[src/verilog/bsp_pkg.sv]
// Constants, point map, character codes and register map for the serial point-map endpoint
package bsp_pkg;
  localparam int CLK_HZ = 10000000;
  localparam int BAUD_BPS = 9600;
  localparam int DATA_BITS = 8;
  localparam logic [3:0] PROTO_POINT_MAP = 4'h3;
  localparam logic [3:0] BAUD_CODE_9600 = 4'h2;
  // Frame characters
  localparam logic [7:0] CH_SOF = 8'h3e;
  localparam logic [7:0] CH_CR = 8'h0d;
  localparam logic [7:0] CH_ACK = 8'h41;
  localparam logic [7:0] CH_NAK = 8'h4e;
  localparam logic [7:0] CMD_READ = 8'h31;
  localparam logic [7:0] CMD_WRITE = 8'h32;
  localparam logic [7:0] RGN_AI = 8'h31;
  localparam logic [7:0] RGN_BI = 8'h32;
  localparam logic [7:0] RGN_AO = 8'h33;
  localparam logic [7:0] ASCII_MASK = 8'h7f;
  // Request layout, character positions after the start character
  localparam int REQ_MAX = 12;
  localparam logic [3:0] LEN_READ = 4'h8;
  localparam logic [3:0] LEN_WRITE = 4'hc;
  localparam int POS_ADDR = 0;
  localparam int POS_CMD = 2;
  localparam int POS_RGN = 3;
  localparam int POS_POINT = 4;
  localparam int POS_DATA = 6;
  localparam logic [3:0] LEN_RESP_READ = 4'h8;
  localparam logic [3:0] LEN_RESP_SHORT = 4'h2;
  // Point numbers
  localparam logic [7:0] AI_ALARM_LATEST = 8'h06;
  localparam logic [7:0] AI_ALARM_PREV = 8'h07;
  localparam logic [7:0] AI_VOLT_IN = 8'h0c;
  localparam logic [7:0] AI_CURR_IN = 8'h0d;
  localparam logic [7:0] AI_VOLT2_IN = 8'h0e;
  localparam logic [7:0] AI_PARAM_DATA = 8'h0f;
  localparam logic [7:0] BI_FORWARD = 8'h01;
  localparam logic [7:0] BI_REVERSE = 8'h02;
  localparam logic [7:0] BI_TRIP = 8'h03;
  localparam logic [7:0] BI_FARR = 8'h04;
  localparam logic [7:0] BI_FDET = 8'h05;
  localparam logic [7:0] BI_READY = 8'h06;
  localparam logic [7:0] BI_ILIM = 8'h09;
  localparam logic [7:0] BI_ACCEL = 8'h0a;
  localparam logic [7:0] BI_DECEL = 8'h0b;
  localparam logic [7:0] AO_REF_FREQ = 8'h01;
  localparam logic [7:0] AO_ACCEL = 8'h07;
  localparam logic [7:0] AO_DECEL = 8'h08;
  localparam logic [7:0] AO_FREQ_HIGH = 8'h0a;
  localparam logic [7:0] AO_FREQ_LOW = 8'h0b;
  localparam logic [7:0] AO_PARAM_RD_NUM = 8'h0f;
  localparam logic [7:0] AO_PARAM_WR_NUM = 8'h10;
  localparam logic [7:0] AO_PARAM_WR_DATA = 8'h11;
  // Status word bit positions
  localparam int RS_FORWARD = 0;
  localparam int RS_REVERSE = 1;
  localparam int RS_ILIM = 8;
  localparam int RS_ACCEL = 9;
  localparam int RS_DECEL = 10;
  localparam int RS_TRIP = 11;
  localparam int OS_FARR = 0;
  localparam int OS_FDET = 1;
  localparam int OS_READY = 2;
  // 120.0 Hz in 0.1 Hz units
  localparam logic [15:0] FREQ_LIMIT_MAX = 16'h04b0;
  // Parameter group codes (upper byte of the parameter number)
  localparam logic [7:0] GRP_RESERVED = 8'h00;
  localparam logic [7:0] GRP_COMMAND = 8'h02;
  localparam logic [7:0] GRP_MONITOR = 8'h03;
  localparam logic [7:0] GRP_FUNDAMENTAL = 8'h04;
  localparam logic [7:0] GRP_LINK = 8'h0f;
  // Software register map
  localparam logic [3:0] RA_CONFIG = 4'h0;
  localparam logic [3:0] RA_STATION = 4'h1;
  localparam logic [3:0] RA_STATUS = 4'h2;
  localparam logic [3:0] RA_REF_FREQ = 4'h3;
  localparam logic [3:0] RA_PARAM_RD = 4'h4;
  localparam int CFG_PROTO_LSB = 0;
  localparam int CFG_BAUD_LSB = 4;
  localparam int CFG_CMDSRC_BIT = 8;
  localparam logic [8:0] CONFIG_RST = 9'h000;
  localparam logic [7:0] STATION_RST = 8'h01;
  localparam logic [15:0] WORD_RST = 16'h0000;
  typedef enum logic [2:0] {ST_HUNT, ST_COLLECT, ST_EXEC, ST_SEND, ST_WAIT} bsp_state_e;
endpackage

[src/verilog/bsp_point_map.sv]
// Serial slave endpoint: frame handling, point map and software registers
//
// Design decisions made here: the placing of the registers and strobed register access.
`timescale 1ns/1ps
// How it works
// - The link runs only at 9600 bit/s; baud selector must hold code 2.
// - Characters are 8 data bits of 7-bit ASCII, one stop bit, no parity.
// - Half-duplex slave: answer only after a request; master waits for answer.
// - Frames are handled only while the protocol selector holds 3.
// - Reference frequency is taken only when command source allows this link.
// - Station address comes from its register; changes refused while running.
// - Analog inputs 6 and 7 give latest and previous alarm codes, 0 to 255.
// - Analog inputs 12, 13, 14 give scaled terminal voltage and current inputs.
// - Bit inputs 4, 5, 6 show output status word bits 0, 1, 2.
// - Bit inputs 1-3 and 9-11 show run status bits 0,1,11 and 8,9,10.
// - Analog outputs 10 and 11 set frequency limits, accepted from 0 to 120.0 Hz.
// - Parameter access: read number at point 15, write number 16, data 17.
// - Parameter number upper byte is its group code; group 0 is refused.
module bsp_point_map (
  input wire logic clk,
  input wire logic srst,
  input wire logic ce,
  input wire logic rs485_rx,
  output logic rs485_tx,
  output logic rs485_tx_oe_n,
  input wire logic [3:0] reg_addr,
  input wire logic [15:0] reg_wdata,
  input wire logic reg_wr,
  input wire logic reg_rd,
  output logic [15:0] reg_rdata,
  input wire logic inverter_running,
  input wire logic [15:0] run_status_word,
  input wire logic [15:0] output_status_word,
  input wire logic [7:0] latest_alarm_code,
  input wire logic [7:0] previous_alarm_code,
  input wire logic [15:0] voltage_input_monitor,
  input wire logic [15:0] current_input_monitor,
  input wire logic [15:0] second_voltage_input_monitor,
  input wire logic [15:0] param_rd_data,
  output logic [15:0] ref_freq,
  output logic [15:0] accel_time,
  output logic [15:0] decel_time,
  output logic [15:0] high_frequency_limit,
  output logic [15:0] low_frequency_limit,
  output logic [15:0] param_rd_num,
  output logic [15:0] param_wr_num,
  output logic [15:0] param_wr_data,
  output logic param_wr_strobe
);
  function automatic logic [3:0] hex_to_nib(input logic [7:0] c);
    hex_to_nib = (c <= 8'h39) ? c[3:0] : c[3:0] + 4'h9;
  endfunction

  function automatic logic [7:0] nib_to_hex(input logic [3:0] n);
    nib_to_hex = (n < 4'ha) ? {4'h3, n} : 8'h37 + {4'h0, n};
  endfunction

  logic rx_meta_reg;
  logic rx_sync_reg;
  logic [8:0] config_reg;
  logic [7:0] station_reg;
  logic [7:0] answered_reg;
  logic [15:0] rdata_reg;
  logic [7:0] buf_reg [0:bsp_pkg::REQ_MAX-1];
  logic [3:0] cnt_reg;
  bsp_pkg::bsp_state_e state_reg;
  logic [15:0] rsp_val_reg;
  logic rsp_ack_reg;
  logic rsp_long_reg;
  logic [3:0] idx_reg;
  logic [15:0] ref_reg;
  logic [15:0] acc_reg;
  logic [15:0] dec_reg;
  logic [15:0] fhi_reg;
  logic [15:0] flo_reg;
  logic [15:0] prd_reg;
  logic [15:0] pwn_reg;
  logic [15:0] pwd_reg;
  logic pws_reg;

  logic rx_valid;
  logic [7:0] rx_raw;
  logic tx_busy;
  logic tx_start;
  logic [7:0] tx_char;

  // Pin input passes two flip-flops before anything reads it
  always_ff @(posedge clk)
    if (srst)
    begin
      rx_meta_reg <= 1'b1;
      rx_sync_reg <= 1'b1;
    end
    else if (ce)
    begin
      rx_meta_reg <= rs485_rx;
      rx_sync_reg <= rx_meta_reg;
    end

  wire [3:0] proto_sel = config_reg[bsp_pkg::CFG_PROTO_LSB +: 4];
  wire [3:0] baud_sel = config_reg[bsp_pkg::CFG_BAUD_LSB +: 4];
  wire cmd_src_link = config_reg[bsp_pkg::CFG_CMDSRC_BIT];
  wire link_en = proto_sel == bsp_pkg::PROTO_POINT_MAP
    && baud_sel == bsp_pkg::BAUD_CODE_9600;
  wire listening = state_reg == bsp_pkg::ST_HUNT || state_reg == bsp_pkg::ST_COLLECT;

  bsp_uart u_uart (
    .clk(clk),
    .srst(srst),
    .ce(ce),
    .rx_line(rx_sync_reg),
    .rx_enable(link_en && listening),
    .rx_valid(rx_valid),
    .rx_byte(rx_raw),
    .tx_start(tx_start),
    .tx_byte(tx_char),
    .tx_busy(tx_busy),
    .tx_line(rs485_tx)
  );

  // Driver enabled only while a character is on the wire
  assign rs485_tx_oe_n = ~tx_busy;

  wire [7:0] rx_char = rx_raw & bsp_pkg::ASCII_MASK;

  // Request decode
  wire [7:0] req_addr = {hex_to_nib(buf_reg[bsp_pkg::POS_ADDR]),
    hex_to_nib(buf_reg[bsp_pkg::POS_ADDR+1])};
  wire [7:0] req_cmd = buf_reg[bsp_pkg::POS_CMD];
  wire [7:0] req_rgn = buf_reg[bsp_pkg::POS_RGN];
  wire [7:0] req_pt = {hex_to_nib(buf_reg[bsp_pkg::POS_POINT]),
    hex_to_nib(buf_reg[bsp_pkg::POS_POINT+1])};
  wire [15:0] req_data = {hex_to_nib(buf_reg[bsp_pkg::POS_DATA]),
    hex_to_nib(buf_reg[bsp_pkg::POS_DATA+1]),
    hex_to_nib(buf_reg[bsp_pkg::POS_DATA+2]),
    hex_to_nib(buf_reg[bsp_pkg::POS_DATA+3])};
  wire [3:0] chk_pos = cnt_reg - 4'h2;
  wire [7:0] req_chk = {hex_to_nib(buf_reg[chk_pos]), hex_to_nib(buf_reg[chk_pos + 4'h1])};
  wire is_read = req_cmd == bsp_pkg::CMD_READ && cnt_reg == bsp_pkg::LEN_READ;
  wire is_write = req_cmd == bsp_pkg::CMD_WRITE && cnt_reg == bsp_pkg::LEN_WRITE
    && req_rgn == bsp_pkg::RGN_AO;

  logic [7:0] sum;
  always_comb
  begin
    sum = 8'h00;
    for (int i = 0; i < bsp_pkg::REQ_MAX; i++)
      if (4'(i) < chk_pos)
        sum = sum + buf_reg[i];
  end

  // A frame is silently dropped when any of these fail
  wire frame_ok = sum == req_chk && req_addr == station_reg
    && (is_read || is_write);

  // Read side of the point map
  logic [15:0] rd_val;
  logic rd_ok;
  always_comb
  begin
    rd_val = 16'h0000;
    rd_ok = 1'b1;
    if (req_rgn == bsp_pkg::RGN_AI)
      case (req_pt)
        bsp_pkg::AI_ALARM_LATEST: rd_val = {8'h00, latest_alarm_code};
        bsp_pkg::AI_ALARM_PREV: rd_val = {8'h00, previous_alarm_code};
        bsp_pkg::AI_VOLT_IN: rd_val = voltage_input_monitor;
        bsp_pkg::AI_CURR_IN: rd_val = current_input_monitor;
        bsp_pkg::AI_VOLT2_IN: rd_val = second_voltage_input_monitor;
        bsp_pkg::AI_PARAM_DATA: rd_val = param_rd_data;
        default: rd_ok = 1'b0;
      endcase
    else if (req_rgn == bsp_pkg::RGN_BI)
      case (req_pt)
        bsp_pkg::BI_FORWARD: rd_val[0] = run_status_word[bsp_pkg::RS_FORWARD];
        bsp_pkg::BI_REVERSE: rd_val[0] = run_status_word[bsp_pkg::RS_REVERSE];
        bsp_pkg::BI_TRIP: rd_val[0] = run_status_word[bsp_pkg::RS_TRIP];
        bsp_pkg::BI_FARR: rd_val[0] = output_status_word[bsp_pkg::OS_FARR];
        bsp_pkg::BI_FDET: rd_val[0] = output_status_word[bsp_pkg::OS_FDET];
        bsp_pkg::BI_READY: rd_val[0] = output_status_word[bsp_pkg::OS_READY];
        bsp_pkg::BI_ILIM: rd_val[0] = run_status_word[bsp_pkg::RS_ILIM];
        bsp_pkg::BI_ACCEL: rd_val[0] = run_status_word[bsp_pkg::RS_ACCEL];
        bsp_pkg::BI_DECEL: rd_val[0] = run_status_word[bsp_pkg::RS_DECEL];
        default: rd_ok = 1'b0;
      endcase
    else if (req_rgn == bsp_pkg::RGN_AO)
      case (req_pt)
        bsp_pkg::AO_REF_FREQ: rd_val = ref_reg;
        bsp_pkg::AO_ACCEL: rd_val = acc_reg;
        bsp_pkg::AO_DECEL: rd_val = dec_reg;
        bsp_pkg::AO_FREQ_HIGH: rd_val = fhi_reg;
        bsp_pkg::AO_FREQ_LOW: rd_val = flo_reg;
        bsp_pkg::AO_PARAM_RD_NUM: rd_val = prd_reg;
        bsp_pkg::AO_PARAM_WR_NUM: rd_val = pwn_reg;
        bsp_pkg::AO_PARAM_WR_DATA: rd_val = pwd_reg;
        default: rd_ok = 1'b0;
      endcase
    else
      rd_ok = 1'b0;
  end

  // Write acceptance; a refused write leaves every output register alone
  wire grp_ok = req_data[15:8] != bsp_pkg::GRP_RESERVED;
  wire lim_ok = req_data <= bsp_pkg::FREQ_LIMIT_MAX;
  wire pw_grp_ok = pwn_reg[15:8] != bsp_pkg::GRP_RESERVED;
  logic wr_ok;
  always_comb
    case (req_pt)
      bsp_pkg::AO_REF_FREQ: wr_ok = cmd_src_link;
      bsp_pkg::AO_ACCEL, bsp_pkg::AO_DECEL: wr_ok = 1'b1;
      bsp_pkg::AO_FREQ_HIGH, bsp_pkg::AO_FREQ_LOW: wr_ok = lim_ok;
      bsp_pkg::AO_PARAM_RD_NUM, bsp_pkg::AO_PARAM_WR_NUM: wr_ok = grp_ok;
      bsp_pkg::AO_PARAM_WR_DATA: wr_ok = pw_grp_ok;
      default: wr_ok = 1'b0;
    endcase

  wire exec = state_reg == bsp_pkg::ST_EXEC && frame_ok;
  wire do_wr = exec && is_write && wr_ok;

  always_ff @(posedge clk)
    if (srst)
    begin
      ref_reg <= bsp_pkg::WORD_RST;
      acc_reg <= bsp_pkg::WORD_RST;
      dec_reg <= bsp_pkg::WORD_RST;
      fhi_reg <= bsp_pkg::WORD_RST;
      flo_reg <= bsp_pkg::WORD_RST;
      prd_reg <= bsp_pkg::WORD_RST;
      pwn_reg <= bsp_pkg::WORD_RST;
      pwd_reg <= bsp_pkg::WORD_RST;
      pws_reg <= 1'b0;
    end
    else if (ce)
    begin
      pws_reg <= do_wr && req_pt == bsp_pkg::AO_PARAM_WR_DATA;
      if (do_wr)
        case (req_pt)
          bsp_pkg::AO_REF_FREQ: ref_reg <= req_data;
          bsp_pkg::AO_ACCEL: acc_reg <= req_data;
          bsp_pkg::AO_DECEL: dec_reg <= req_data;
          bsp_pkg::AO_FREQ_HIGH: fhi_reg <= req_data;
          bsp_pkg::AO_FREQ_LOW: flo_reg <= req_data;
          bsp_pkg::AO_PARAM_RD_NUM: prd_reg <= req_data;
          bsp_pkg::AO_PARAM_WR_NUM: pwn_reg <= req_data;
          bsp_pkg::AO_PARAM_WR_DATA: pwd_reg <= req_data;
          default: pwd_reg <= pwd_reg;
        endcase
    end

  assign ref_freq = ref_reg;
  assign accel_time = acc_reg;
  assign decel_time = dec_reg;
  assign high_frequency_limit = fhi_reg;
  assign low_frequency_limit = flo_reg;
  assign param_rd_num = prd_reg;
  assign param_wr_num = pwn_reg;
  assign param_wr_data = pwd_reg;
  assign param_wr_strobe = pws_reg;

  // Response characters: ack/nak, then four hex value digits and checksum for a good read only, then CR
  wire [7:0] v0 = nib_to_hex(rsp_val_reg[15:12]);
  wire [7:0] v1 = nib_to_hex(rsp_val_reg[11:8]);
  wire [7:0] v2 = nib_to_hex(rsp_val_reg[7:4]);
  wire [7:0] v3 = nib_to_hex(rsp_val_reg[3:0]);
  wire [7:0] rsp_sum = v0 + v1 + v2 + v3;
  wire [3:0] rsp_len = rsp_long_reg ? bsp_pkg::LEN_RESP_READ : bsp_pkg::LEN_RESP_SHORT;
  wire rsp_last = idx_reg == rsp_len - 4'h1;
  always_comb
    if (idx_reg == 4'h0)
      tx_char = rsp_ack_reg ? bsp_pkg::CH_ACK : bsp_pkg::CH_NAK;
    else if (rsp_last)
      tx_char = bsp_pkg::CH_CR;
    else
      case (idx_reg)
        4'h1: tx_char = v0;
        4'h2: tx_char = v1;
        4'h3: tx_char = v2;
        4'h4: tx_char = v3;
        4'h5: tx_char = nib_to_hex(rsp_sum[7:4]);
        default: tx_char = nib_to_hex(rsp_sum[3:0]);
      endcase

  assign tx_start = state_reg == bsp_pkg::ST_SEND;

  always_ff @(posedge clk)
    if (srst)
    begin
      state_reg <= bsp_pkg::ST_HUNT;
      cnt_reg <= 4'h0;
      idx_reg <= 4'h0;
      rsp_val_reg <= bsp_pkg::WORD_RST;
      rsp_ack_reg <= 1'b0;
      rsp_long_reg <= 1'b0;
      answered_reg <= 8'h00;
    end
    else if (ce)
      case (state_reg)
        bsp_pkg::ST_HUNT:
          if (rx_valid && rx_char == bsp_pkg::CH_SOF)
          begin
            cnt_reg <= 4'h0;
            state_reg <= bsp_pkg::ST_COLLECT;
          end
        bsp_pkg::ST_COLLECT:
          if (!link_en)
            state_reg <= bsp_pkg::ST_HUNT;
          else if (rx_valid)
          begin
            // A new start character restarts the frame
            if (rx_char == bsp_pkg::CH_SOF)
              cnt_reg <= 4'h0;
            else if (rx_char == bsp_pkg::CH_CR)
              state_reg <= bsp_pkg::ST_EXEC;
            else if (cnt_reg == 4'(bsp_pkg::REQ_MAX))
              state_reg <= bsp_pkg::ST_HUNT;
            else
              cnt_reg <= cnt_reg + 4'h1;
          end
        bsp_pkg::ST_EXEC:
        begin
          idx_reg <= 4'h0;
          rsp_val_reg <= rd_val;
          rsp_ack_reg <= is_read ? rd_ok : wr_ok;
          rsp_long_reg <= is_read && rd_ok;
          state_reg <= frame_ok ? bsp_pkg::ST_SEND : bsp_pkg::ST_HUNT;
          if (frame_ok)
            answered_reg <= answered_reg + 8'h01;
        end
        bsp_pkg::ST_SEND:
          state_reg <= bsp_pkg::ST_WAIT;
        bsp_pkg::ST_WAIT:
          if (!tx_busy)
          begin
            idx_reg <= idx_reg + 4'h1;
            state_reg <= rsp_last ? bsp_pkg::ST_HUNT : bsp_pkg::ST_SEND;
          end
        default:
          state_reg <= bsp_pkg::ST_HUNT;
      endcase

  always_ff @(posedge clk)
    if (srst)
      buf_reg <= '{default: 8'h00};
    else if (ce && state_reg == bsp_pkg::ST_COLLECT && rx_valid
      && rx_char != bsp_pkg::CH_SOF && rx_char != bsp_pkg::CH_CR
      && cnt_reg < 4'(bsp_pkg::REQ_MAX))
      buf_reg[cnt_reg] <= rx_char;

  // Software registers
  wire busy = state_reg != bsp_pkg::ST_HUNT;
  logic [15:0] rd_mux;
  always_comb
    case (reg_addr)
      bsp_pkg::RA_CONFIG: rd_mux = {7'h00, config_reg};
      bsp_pkg::RA_STATION: rd_mux = {8'h00, station_reg};
      bsp_pkg::RA_STATUS: rd_mux = {6'h00, link_en, busy, answered_reg};
      bsp_pkg::RA_REF_FREQ: rd_mux = ref_reg;
      bsp_pkg::RA_PARAM_RD: rd_mux = prd_reg;
      default: rd_mux = 16'h0000;
    endcase

  always_ff @(posedge clk)
    if (srst)
    begin
      config_reg <= bsp_pkg::CONFIG_RST;
      station_reg <= bsp_pkg::STATION_RST;
      rdata_reg <= 16'h0000;
    end
    else if (ce)
    begin
      rdata_reg <= reg_rd ? rd_mux : 16'h0000;
      if (reg_wr && reg_addr == bsp_pkg::RA_CONFIG)
        config_reg <= reg_wdata[8:0];
      // Changing address mid-operation would orphan the master's polls
      if (reg_wr && reg_addr == bsp_pkg::RA_STATION && !inverter_running)
        station_reg <= reg_wdata[7:0];
    end

  assign reg_rdata = rdata_reg;
endmodule

[src/verilog/bsp_uart.sv]
// Fixed-format 8N1 serial receiver and transmitter
`timescale 1ns/1ps
module bsp_uart #(
  parameter int BIT_CYCLES = bsp_pkg::CLK_HZ / bsp_pkg::BAUD_BPS
) (
  input wire logic clk,
  input wire logic srst,
  input wire logic ce,
  input wire logic rx_line,
  input wire logic rx_enable,
  output logic rx_valid,
  output logic [7:0] rx_byte,
  input wire logic tx_start,
  input wire logic [7:0] tx_byte,
  output logic tx_busy,
  output logic tx_line
);
  localparam int CW = $clog2(BIT_CYCLES + 1);
  localparam logic [CW-1:0] FULL = CW'(BIT_CYCLES - 1);
  localparam logic [CW-1:0] HALF = CW'(BIT_CYCLES / 2);
  localparam logic [3:0] LAST_BIT = 4'(bsp_pkg::DATA_BITS + 1);

  logic rx_act_reg;
  logic [CW-1:0] rx_tmr_reg;
  logic [3:0] rx_bit_reg;
  logic [7:0] rx_sh_reg;
  logic rx_valid_reg;
  logic [CW-1:0] tx_tmr_reg;
  logic [3:0] tx_bit_reg;
  logic [9:0] tx_sh_reg;
  logic tx_busy_reg;
  wire rx_tick = rx_tmr_reg == '0;
  wire tx_tick = tx_tmr_reg == '0;
  wire rx_stop = rx_bit_reg == LAST_BIT;
  wire tx_last = tx_bit_reg == LAST_BIT;

  assign rx_valid = rx_valid_reg;
  assign rx_byte = rx_sh_reg;
  assign tx_busy = tx_busy_reg;
  assign tx_line = tx_busy_reg ? tx_sh_reg[0] : 1'b1;

  // Start bit is checked again at mid-bit so glitches do not start a character
  always_ff @(posedge clk)
    if (srst)
    begin
      rx_act_reg <= 1'b0;
      rx_tmr_reg <= '0;
      rx_bit_reg <= 4'h0;
      rx_sh_reg <= 8'h00;
      rx_valid_reg <= 1'b0;
    end
    else if (ce)
    begin
      rx_valid_reg <= 1'b0;
      if (!rx_act_reg)
      begin
        rx_bit_reg <= 4'h0;
        rx_tmr_reg <= HALF;
        rx_act_reg <= rx_enable && !rx_line;
      end
      else if (!rx_tick)
        rx_tmr_reg <= rx_tmr_reg - 1'b1;
      else
      begin
        rx_tmr_reg <= FULL;
        rx_bit_reg <= rx_bit_reg + 4'h1;
        if (rx_bit_reg == 4'h0 && rx_line)
          rx_act_reg <= 1'b0;
        else if (rx_stop)
        begin
          rx_act_reg <= 1'b0;
          rx_valid_reg <= rx_line;
        end
        else if (rx_bit_reg != 4'h0)
          rx_sh_reg <= {rx_line, rx_sh_reg[7:1]};
      end
    end

  always_ff @(posedge clk)
    if (srst)
    begin
      tx_busy_reg <= 1'b0;
      tx_tmr_reg <= '0;
      tx_bit_reg <= 4'h0;
      tx_sh_reg <= 10'h3ff;
    end
    else if (ce)
    begin
      if (!tx_busy_reg)
      begin
        if (tx_start)
        begin
          tx_busy_reg <= 1'b1;
          tx_tmr_reg <= FULL;
          tx_bit_reg <= 4'h0;
          tx_sh_reg <= {1'b1, tx_byte, 1'b0};
        end
      end
      else if (!tx_tick)
        tx_tmr_reg <= tx_tmr_reg - 1'b1;
      else
      begin
        tx_tmr_reg <= FULL;
        tx_bit_reg <= tx_bit_reg + 4'h1;
        tx_sh_reg <= {1'b1, tx_sh_reg[9:1]};
        if (tx_last)
          tx_busy_reg <= 1'b0;
      end
    end
endmodule
[config.mk]
export PLATFORM = sky130hd
export DESIGN_NAME = bsp_point_map
export DESIGN_NICKNAME = d
export VERILOG_FILES = /design/src/verilog/bsp_pkg.sv /design/src/verilog/bsp_point_map.sv /design/src/verilog/bsp_uart.sv
export SDC_FILE = /design/constraint.sdc
export NUM_CORES = 1
export LEC_CHECK = 0
export ABC_AREA = 0
export BUFFER_PORTS_ARGS = -buffer_cell sky130_fd_sc_hd__buf_2
export CAP_MARGIN = 20
export CORE_UTILIZATION = 50
export CTS_CLUSTER_DIAMETER = 40
export DETAILED_ROUTE_END_ITERATION = 10
export PLACE_DENSITY = 0.67
export SYNTH_ARGS = -nofsm -noshare
export SYNTH_HDL_FRONTEND = slang
export SYNTH_SLANG_ARGS = --single-unit
[constraint.sdc]
create_clock -name clk -period 43.2 [get_ports clk]
set_input_delay 8.64 -clock clk [delete_from_list [all_inputs] [get_ports clk]]
set_output_delay 8.64 -clock clk [all_outputs]
set_load 0.02 [all_outputs]
==> impl_metrics.csv, run 1 <==
group,metric,value,unit
drt,drtPass1Iterations,8,
clock_tree,cts_hold_buf,0,
global_routing,grt_pass1_wl,128700,microns
placement,dp.final_hpwl,63120,microns
final_layout,layout-drive-gt1-share,15.18,%
global_routing,grt_util_all_layers,34.38,%
job,max_cap_viol_count,0,
logic_synthesis,syn_area,23500,sq um
floorplan,core_area,46460,sq um
worst_setup_path,reg2reg_from,"cnt_reg[1]",
pwr,p_leak,10.74,nW
sta,fmax,0.06229,GHz
min_path,min_from,"u_uart.tx_sh_reg[2]",
logic_synthesis,synth_area_per_cell,8.129,sq um
placement,place.gp.congestion,0.9767,
final_layout,multiInputGateArea,15780,sq um
sta,whs,0.4745,ns
worst_setup_path,critical_path.startpoint,"cnt_reg[1]",
sta,hold_violations,0,
global_routing,antenna_found_initial,4,
sta,rsz0062_at_grt,"false",
worst_setup_path,critPathArrivalTime,16.45,ns
min_path,hold_class,"reg -> reg",
logic_synthesis,synth_cells,2891,
sta,period_needed,16.05,ns
drt,viasPerCell,6.382,
sta,worst_pin_slew,1.178,ns
pwr,powerDensity,26.24,nW/um^2
logic_synthesis,synth_cell_type_count,102,
floorplan,dieArea,47870,sq um
worst_setup_path,critPathMaxStageDelay,1.04,ns
final_layout,num-nets-final,3378,
floorplan,num_io_pins,286,
sta,setup-tns-final,0,ns
worst_setup_path,criticalPathCategory,"reg -> reg",
sta,finClkSkew,0.02821,ns
sta,fin_crit_sh,37.16,%
global_routing,grt_pass1_vias,21820,
global_routing,grt_start_max_net_pins,104,
drt,wl_per_cell,22.94,microns
clock_tree,cts_tree,"yes",
logic_synthesis,synth-edff-count,0,
final_layout,final_common_cell,"nand2_1",
floorplan,die_w,218.8,microns
clock_tree,cts.sinks,335,
drt,vias,23660,
placement,placed_area,25200,sq um
placement,dp_cells,3620,
final_layout,finalNonFillerCells,3707,
min_path,hold_path_depth,2,
logic_synthesis,synth_top_cell_by_area,"dfxtp_1",
logic_synthesis,synth_flop_cell,"dfxtp_1",
clock_tree,clock_latency,0.56,ns
drt,drt_iter0_markers,2849,
placement,io_buffers,255,
final_layout,fin_area,26730,sq um
worst_setup_path,worstSetupEndpointType,"flip-flop",
final_layout,areaGrowthSynthToFinish,13.74,%
worst_setup_path,cp_slowest_cell,"or4b_1",
floorplan,initial_core_util,50.58,%
logic_synthesis,yosys.area.top_type_share,28.54,%
floorplan,rows,79,
sta,maxSlewHeadroom,21.16,%
drt,drt_wl_total,85050,microns
worst_setup_path,startpoint_type,"flip-flop",
outcome,status,"completed",
clock_tree,cts.clk_slew.worst_paths,0.06,ns
global_routing,overflow,0,
clock_tree,h-tree-depth,2,
drt,final_antenna_net_count,0,
clock_tree,postCtsSetupRepairBufs,0,
worst_setup_path,cpMostUsedCell,"ha_1",
final_layout,fill_cells,4235,
clock_tree,clk_path_buf_depth,3,
logic_synthesis,ys_ff_latch,335,
logic_synthesis,synthesis.nets,3207,
sta,setup_viol,0,
logic_synthesis,synth_area_leaders,"dfxtp_1 (29%), ha_1 (8.1%), nand2_1 (5.9%), mux2i_1 (5.8%), a21oi_1 (5.6%)",
clock_tree,cts_buffers,43,
clock_tree,post_cts_resized,0,
worst_setup_path,required,43.60,ns
worst_setup_path,cp_max_fo,34,
final_layout,regArea,6708,sq um
drt,drc,0,
clock_tree,cts_root_buf,"clkbuf_16",
worst_setup_path,reg2regPathDepth,62,
final_layout,layout_common_cells,"nand2_1 (368), dfxtp_1 (334), a21oi_1 (265)",
logic_synthesis,yosys_warnings,0,
sta,drv_slew,0,
final_layout,largest_register_ffs,70,
pwr,ir_worst_vdd,0.03320,mV
logic_synthesis,ys_seq_area_share,28.54,%
logic_synthesis,synthArstFlopShare,0,%
floorplan,fp.dieH,218.8,microns
==> area by class of cell <==
cell class / instances / share of cell area (%)
multi-input cells: 2282 / 59.04
diodes: 3 / 0.02809
repair buffers: 295 / 5.987
inverters: 105 / 1.479
clock inverters: 28 / 1.222
flip-flops and latches: 335 / 25.09
clock buffers: 52 / 4.306
well taps: 607 / 2.841
==> kinds of logic (layout without fill, tap and decap cells) <==
| logic type | count (synthesis) | after routing | share of synthesized area [%] |
|---|---|---|---|
| adders and majority gates | 177 | 177 | 10.22 |
| AOI/OAI and AO/OA | 809 | 809 | 22.41 |
| xor gates and xnor gates | 119 | 119 | 4.648 |
| and+or+nand+nor | 997 | 997 | 19.78 |
| muxes | 180 | 180 | 9.562 |
| buffers and inverters | 274 | 480 | 4.834 |
| other | 0 | 3 | 0 |
| DFF | 335 | 335 | 28.54 |
==> per-stage QoR <==
step	power [mW]	setup slack [ns]	utilization [%]
2_1_floorplan	0.3258	29.66	-
3_3_place_gp	0.3340	27.38	54.24
3_5_place_dp	0.3345	27.18	54.24
4_1_cts	0.7022	27.10	57.42
5_1_grt	0.7176	26.02	57.54
6_report	0.7013	27.15	57.54
==> cells in the mapped netlist, types with 39 or more instances <==
library cell and n:
nand2_1 368, o21ai_0 114, nand3_1 162, clkbuf_1 126, xnor2_1 66, inv_1 102, mux2i_1 136, ha_1 152
a22oi_1 85, xor2_1 48, nor2_1 239, a21oi_1 265, dfxtp_1 335, nor3_1 41, a21o_1 39
==> report_power, final <==
part           leakage (nW)  internal, mW  switching, mW
clock network         0.724         0.224          0.149
logic                  7.31       0.00588         0.0122
registers              2.70         0.310       0.000657
total                  10.7         0.539          0.162
==> metal layers <==
layer	wire, microns	GRT usage (%)
met5	13	0
met4	3167	12.36
met3	8053	7.110
met2	38410	53.71
met1	35410	46.71
==> final timing paths <==
| kind | endpoint | slack (ns) |
|---|---|---|
| min | u_uart.tx_sh_reg[2] | 0.47 |
| max | decel_time[5] | 27.15 |
| max reg2reg | decel_time[5] | 27.15 |
| min reg2reg | u_uart.tx_sh_reg[2] | 0.47 |
==> critical path, delay by kind of cell (launching register included) <==
family | cells | cell delay, ns
adder cells (fa/ha/maj) | 13 | 4.82
AO/OA/AOI/OAI | 24 | 5.31
flip-flops | 1 | 0.30
buffers and inverters | 6 | 1.70
multiplexers | 1 | 0.22
XOR/XNOR | 5 | 0.75
AND/OR/NAND/NOR | 13 | 2.76
(Power assumes the default switching activity.)
==> inputs of run 2 (changes only) <==
==> constraint.sdc (replaced) <==
create_clock -name clk -period 15.9 [get_ports clk]
set_input_delay 3.18 -clock clk [delete_from_list [all_inputs] [get_ports clk]]
set_output_delay 3.18 -clock clk [all_outputs]
set_load 0.02 [all_outputs]
==> run 2 against run 1 <==
  * Final cell count up 0.24%
  * Register-to-register slack worse by 26 ns
  * Via count up 0.21%
  * Die area unchanged
  * Non-clock buffer count up 5
  * Highest routed layer unchanged
  * Worst hold slack about the same
==> impl_metrics.csv, run 2 (synthesis results as in run 1) <==
group,metric,value,unit
drt,viasPerCell,6.380,
drt,vias,23710,
sta,drv_slew,0,
clock_tree,cts_root_buf,"clkbuf_16",
global_routing,overflow,0,
worst_setup_path,reg2reg_from,"cnt_reg[1]",
floorplan,core_area,46460,sq um
drt,drt_wl_total,85380,microns
worst_setup_path,required,16.33,ns
global_routing,grt_util_all_layers,34.35,%
drt,drtPass1Iterations,8,
final_layout,areaGrowthSynthToFinish,14.23,%
worst_setup_path,cp_slowest_cell,"or4b_1",
pwr,powerDensity,71.89,nW/um^2
floorplan,initial_core_util,50.58,%
final_layout,largest_register_ffs,70,
final_layout,layout_common_cells,"nand2_1 (368), dfxtp_1 (334), a21oi_1 (265)",
final_layout,regArea,6708,sq um
clock_tree,h-tree-depth,2,
floorplan,dieArea,47870,sq um
sta,hold_violations,0,
sta,period_needed,14.86,ns
sta,setup_viol,0,
worst_setup_path,reg2regPathDepth,63,
clock_tree,postCtsSetupRepairBufs,0,
final_layout,layout-drive-gt1-share,15.47,%
final_layout,post-route-util,57.78,%
pwr,ir_worst_vdd,0.08412,mV
drt,wl_per_cell,22.97,microns
placement,io_buffers,255,
sta,finClkSkew,0.03743,ns
min_path,hold_class,"reg -> reg",
drt,final_antenna_net_count,0,
min_path,hold_path_depth,1,
drt,drt_iter0_markers,2683,
outcome,status,"completed",
worst_setup_path,reg2reg_to,"accel_time[11]",
job,max_cap_viol_count,0,
pwr,power,1.930,mW
global_routing,grt_pass1_vias,21450,
min_path,min_from,"u_uart.tx_sh_reg[8]",
sta,setup-tns-final,0,ns
worst_setup_path,critPathMaxStageDelay,0.77,ns
sta,worst_pin_slew,1.108,ns
clock_tree,clock_latency,0.57,ns
global_routing,grt_pass1_wl,127800,microns
floorplan,rows,79,
clock_tree,cts_tree,"yes",
worst_setup_path,criticalPathCategory,"reg -> reg",
floorplan,fp.dieH,218.8,microns
worst_setup_path,startpoint_type,"flip-flop",
sta,rsz0062_at_grt,"false",
worst_setup_path,critPathArrivalTime,15.28,ns
final_layout,multiInputGateArea,15780,sq um
global_routing,antenna_found_initial,5,
worst_setup_path,reg2reg_slack,1.04,ns
floorplan,die_w,218.8,microns
placement,dp.final_hpwl,64030,microns
placement,place.gp.congestion,0.9661,
pwr,p_leak,10.80,nW
clock_tree,cts.sinks,335,
drt,drc,0,
final_layout,final_common_cell,"nand2_1",
worst_setup_path,cp_top_family,"adder cells",
clock_tree,clk_path_buf_depth,3,
final_layout,fill_cells,4273,
clock_tree,cts.clk_slew.worst_paths,0.06,ns
final_layout,num-nets-final,3384,
min_path,holdPathEnd,"u_uart.tx_sh_reg[8]",
worst_setup_path,cp_num_buf_inv,7,
sta,maxSlewHeadroom,25.71,%
sta,fmax,0.06731,GHz
global_routing,grt_start_max_net_pins,104,
worst_setup_path,worstSetupEndpointType,"flip-flop",
clock_tree,cts_buffers,44,
sta,fin_crit_sh,93.44,%
worst_setup_path,cp_max_fo,26,
clock_tree,cts_hold_buf,0,
floorplan,num_io_pins,286,
## run 2: worst register-to-register path: cells and delay by family (launching register included)
family,cells,cell delay [ns]
muxes,2,0.33
xor gates and xnor gates,6,0.95
buffers and inverters,7,1.15
and+or+nand+nor,10,1.87
DFF,1,0.34
adders and majority gates,13,5.09
AOI/OAI and AO/OA,25,4.98
## run 2: worst max-delay path by stage
stage	start	end	slack, ns	depth (start not counted)
4_1_cts	cnt_reg[1]	accel_time[11]	0.76	62
6_report	cnt_reg[1]	accel_time[11]	1.04	63
2_1_floorplan	cnt_reg[1]	accel_time[8]	2.36	67
3_5_place_dp	cnt_reg[1]	accel_time[7]	0.87	62
3_3_place_gp	cnt_reg[1]	accel_time[7]	1.16	62
5_1_grt	cnt_reg[1]	accel_time[11]	0.07	63
## run 2: what timing repair did
item / CTS / global route
endpoints found under the setup margin: 0 / 16
gates resized for setup: 0 / 1
endpoints found under the hold margin: 0 / 0
## run 2: through the flow
stage | cell area, sq um | hold slack (ns) | setup WS [ns] | cells
after global placement | 25220 | 0.4528 | 1.163 | 3624
after detailed placement | 25220 | 0.4541 | 0.8690 | 3624
after CTS | 26760 | 0.4734 | 0.7633 | 3705
final | 26840 | 0.4748 | 1.042 | 3716
after global routing | 26830 | 0.4833 | 0.07075 | 3711
after floorplan | 23500 | 0.4366 | 2.360 | 2891
## run 2: area by class of cell
| class | count | share of cell area, % |
|---|---|---|
| inverter | 105 | 1.473 |
| tap | 607 | 2.829 |
| antenna | 6 | 0.05593 |
| clock inverter | 29 | 1.296 |
| clock buffer | 52 | 4.437 |
| timing repair buffer | 300 | 6.125 |
| multi-input combinational | 2282 | 58.80 |
| sequential | 335 | 24.99 |
## run 2: per-layer routing
layer / wire length (microns) / part of all wire (%) / GRT usage [%]
met5: 13 / 0.015 / 0
met4: 3107 / 3.6 / 10.97
met3: 8446 / 9.9 / 6.958
met2: 38300 / 45 / 53.53
met1: 35510 / 42 / 47.34
## run 2: power by group
| group | internal [mW] | switching [mW] |
|---|---|---|
| Combinational | 0.0160 | 0.0332 |
| Sequential | 0.841 | 0.00174 |
| Clock | 0.616 | 0.422 |
| Total | 1.47 | 0.457 |
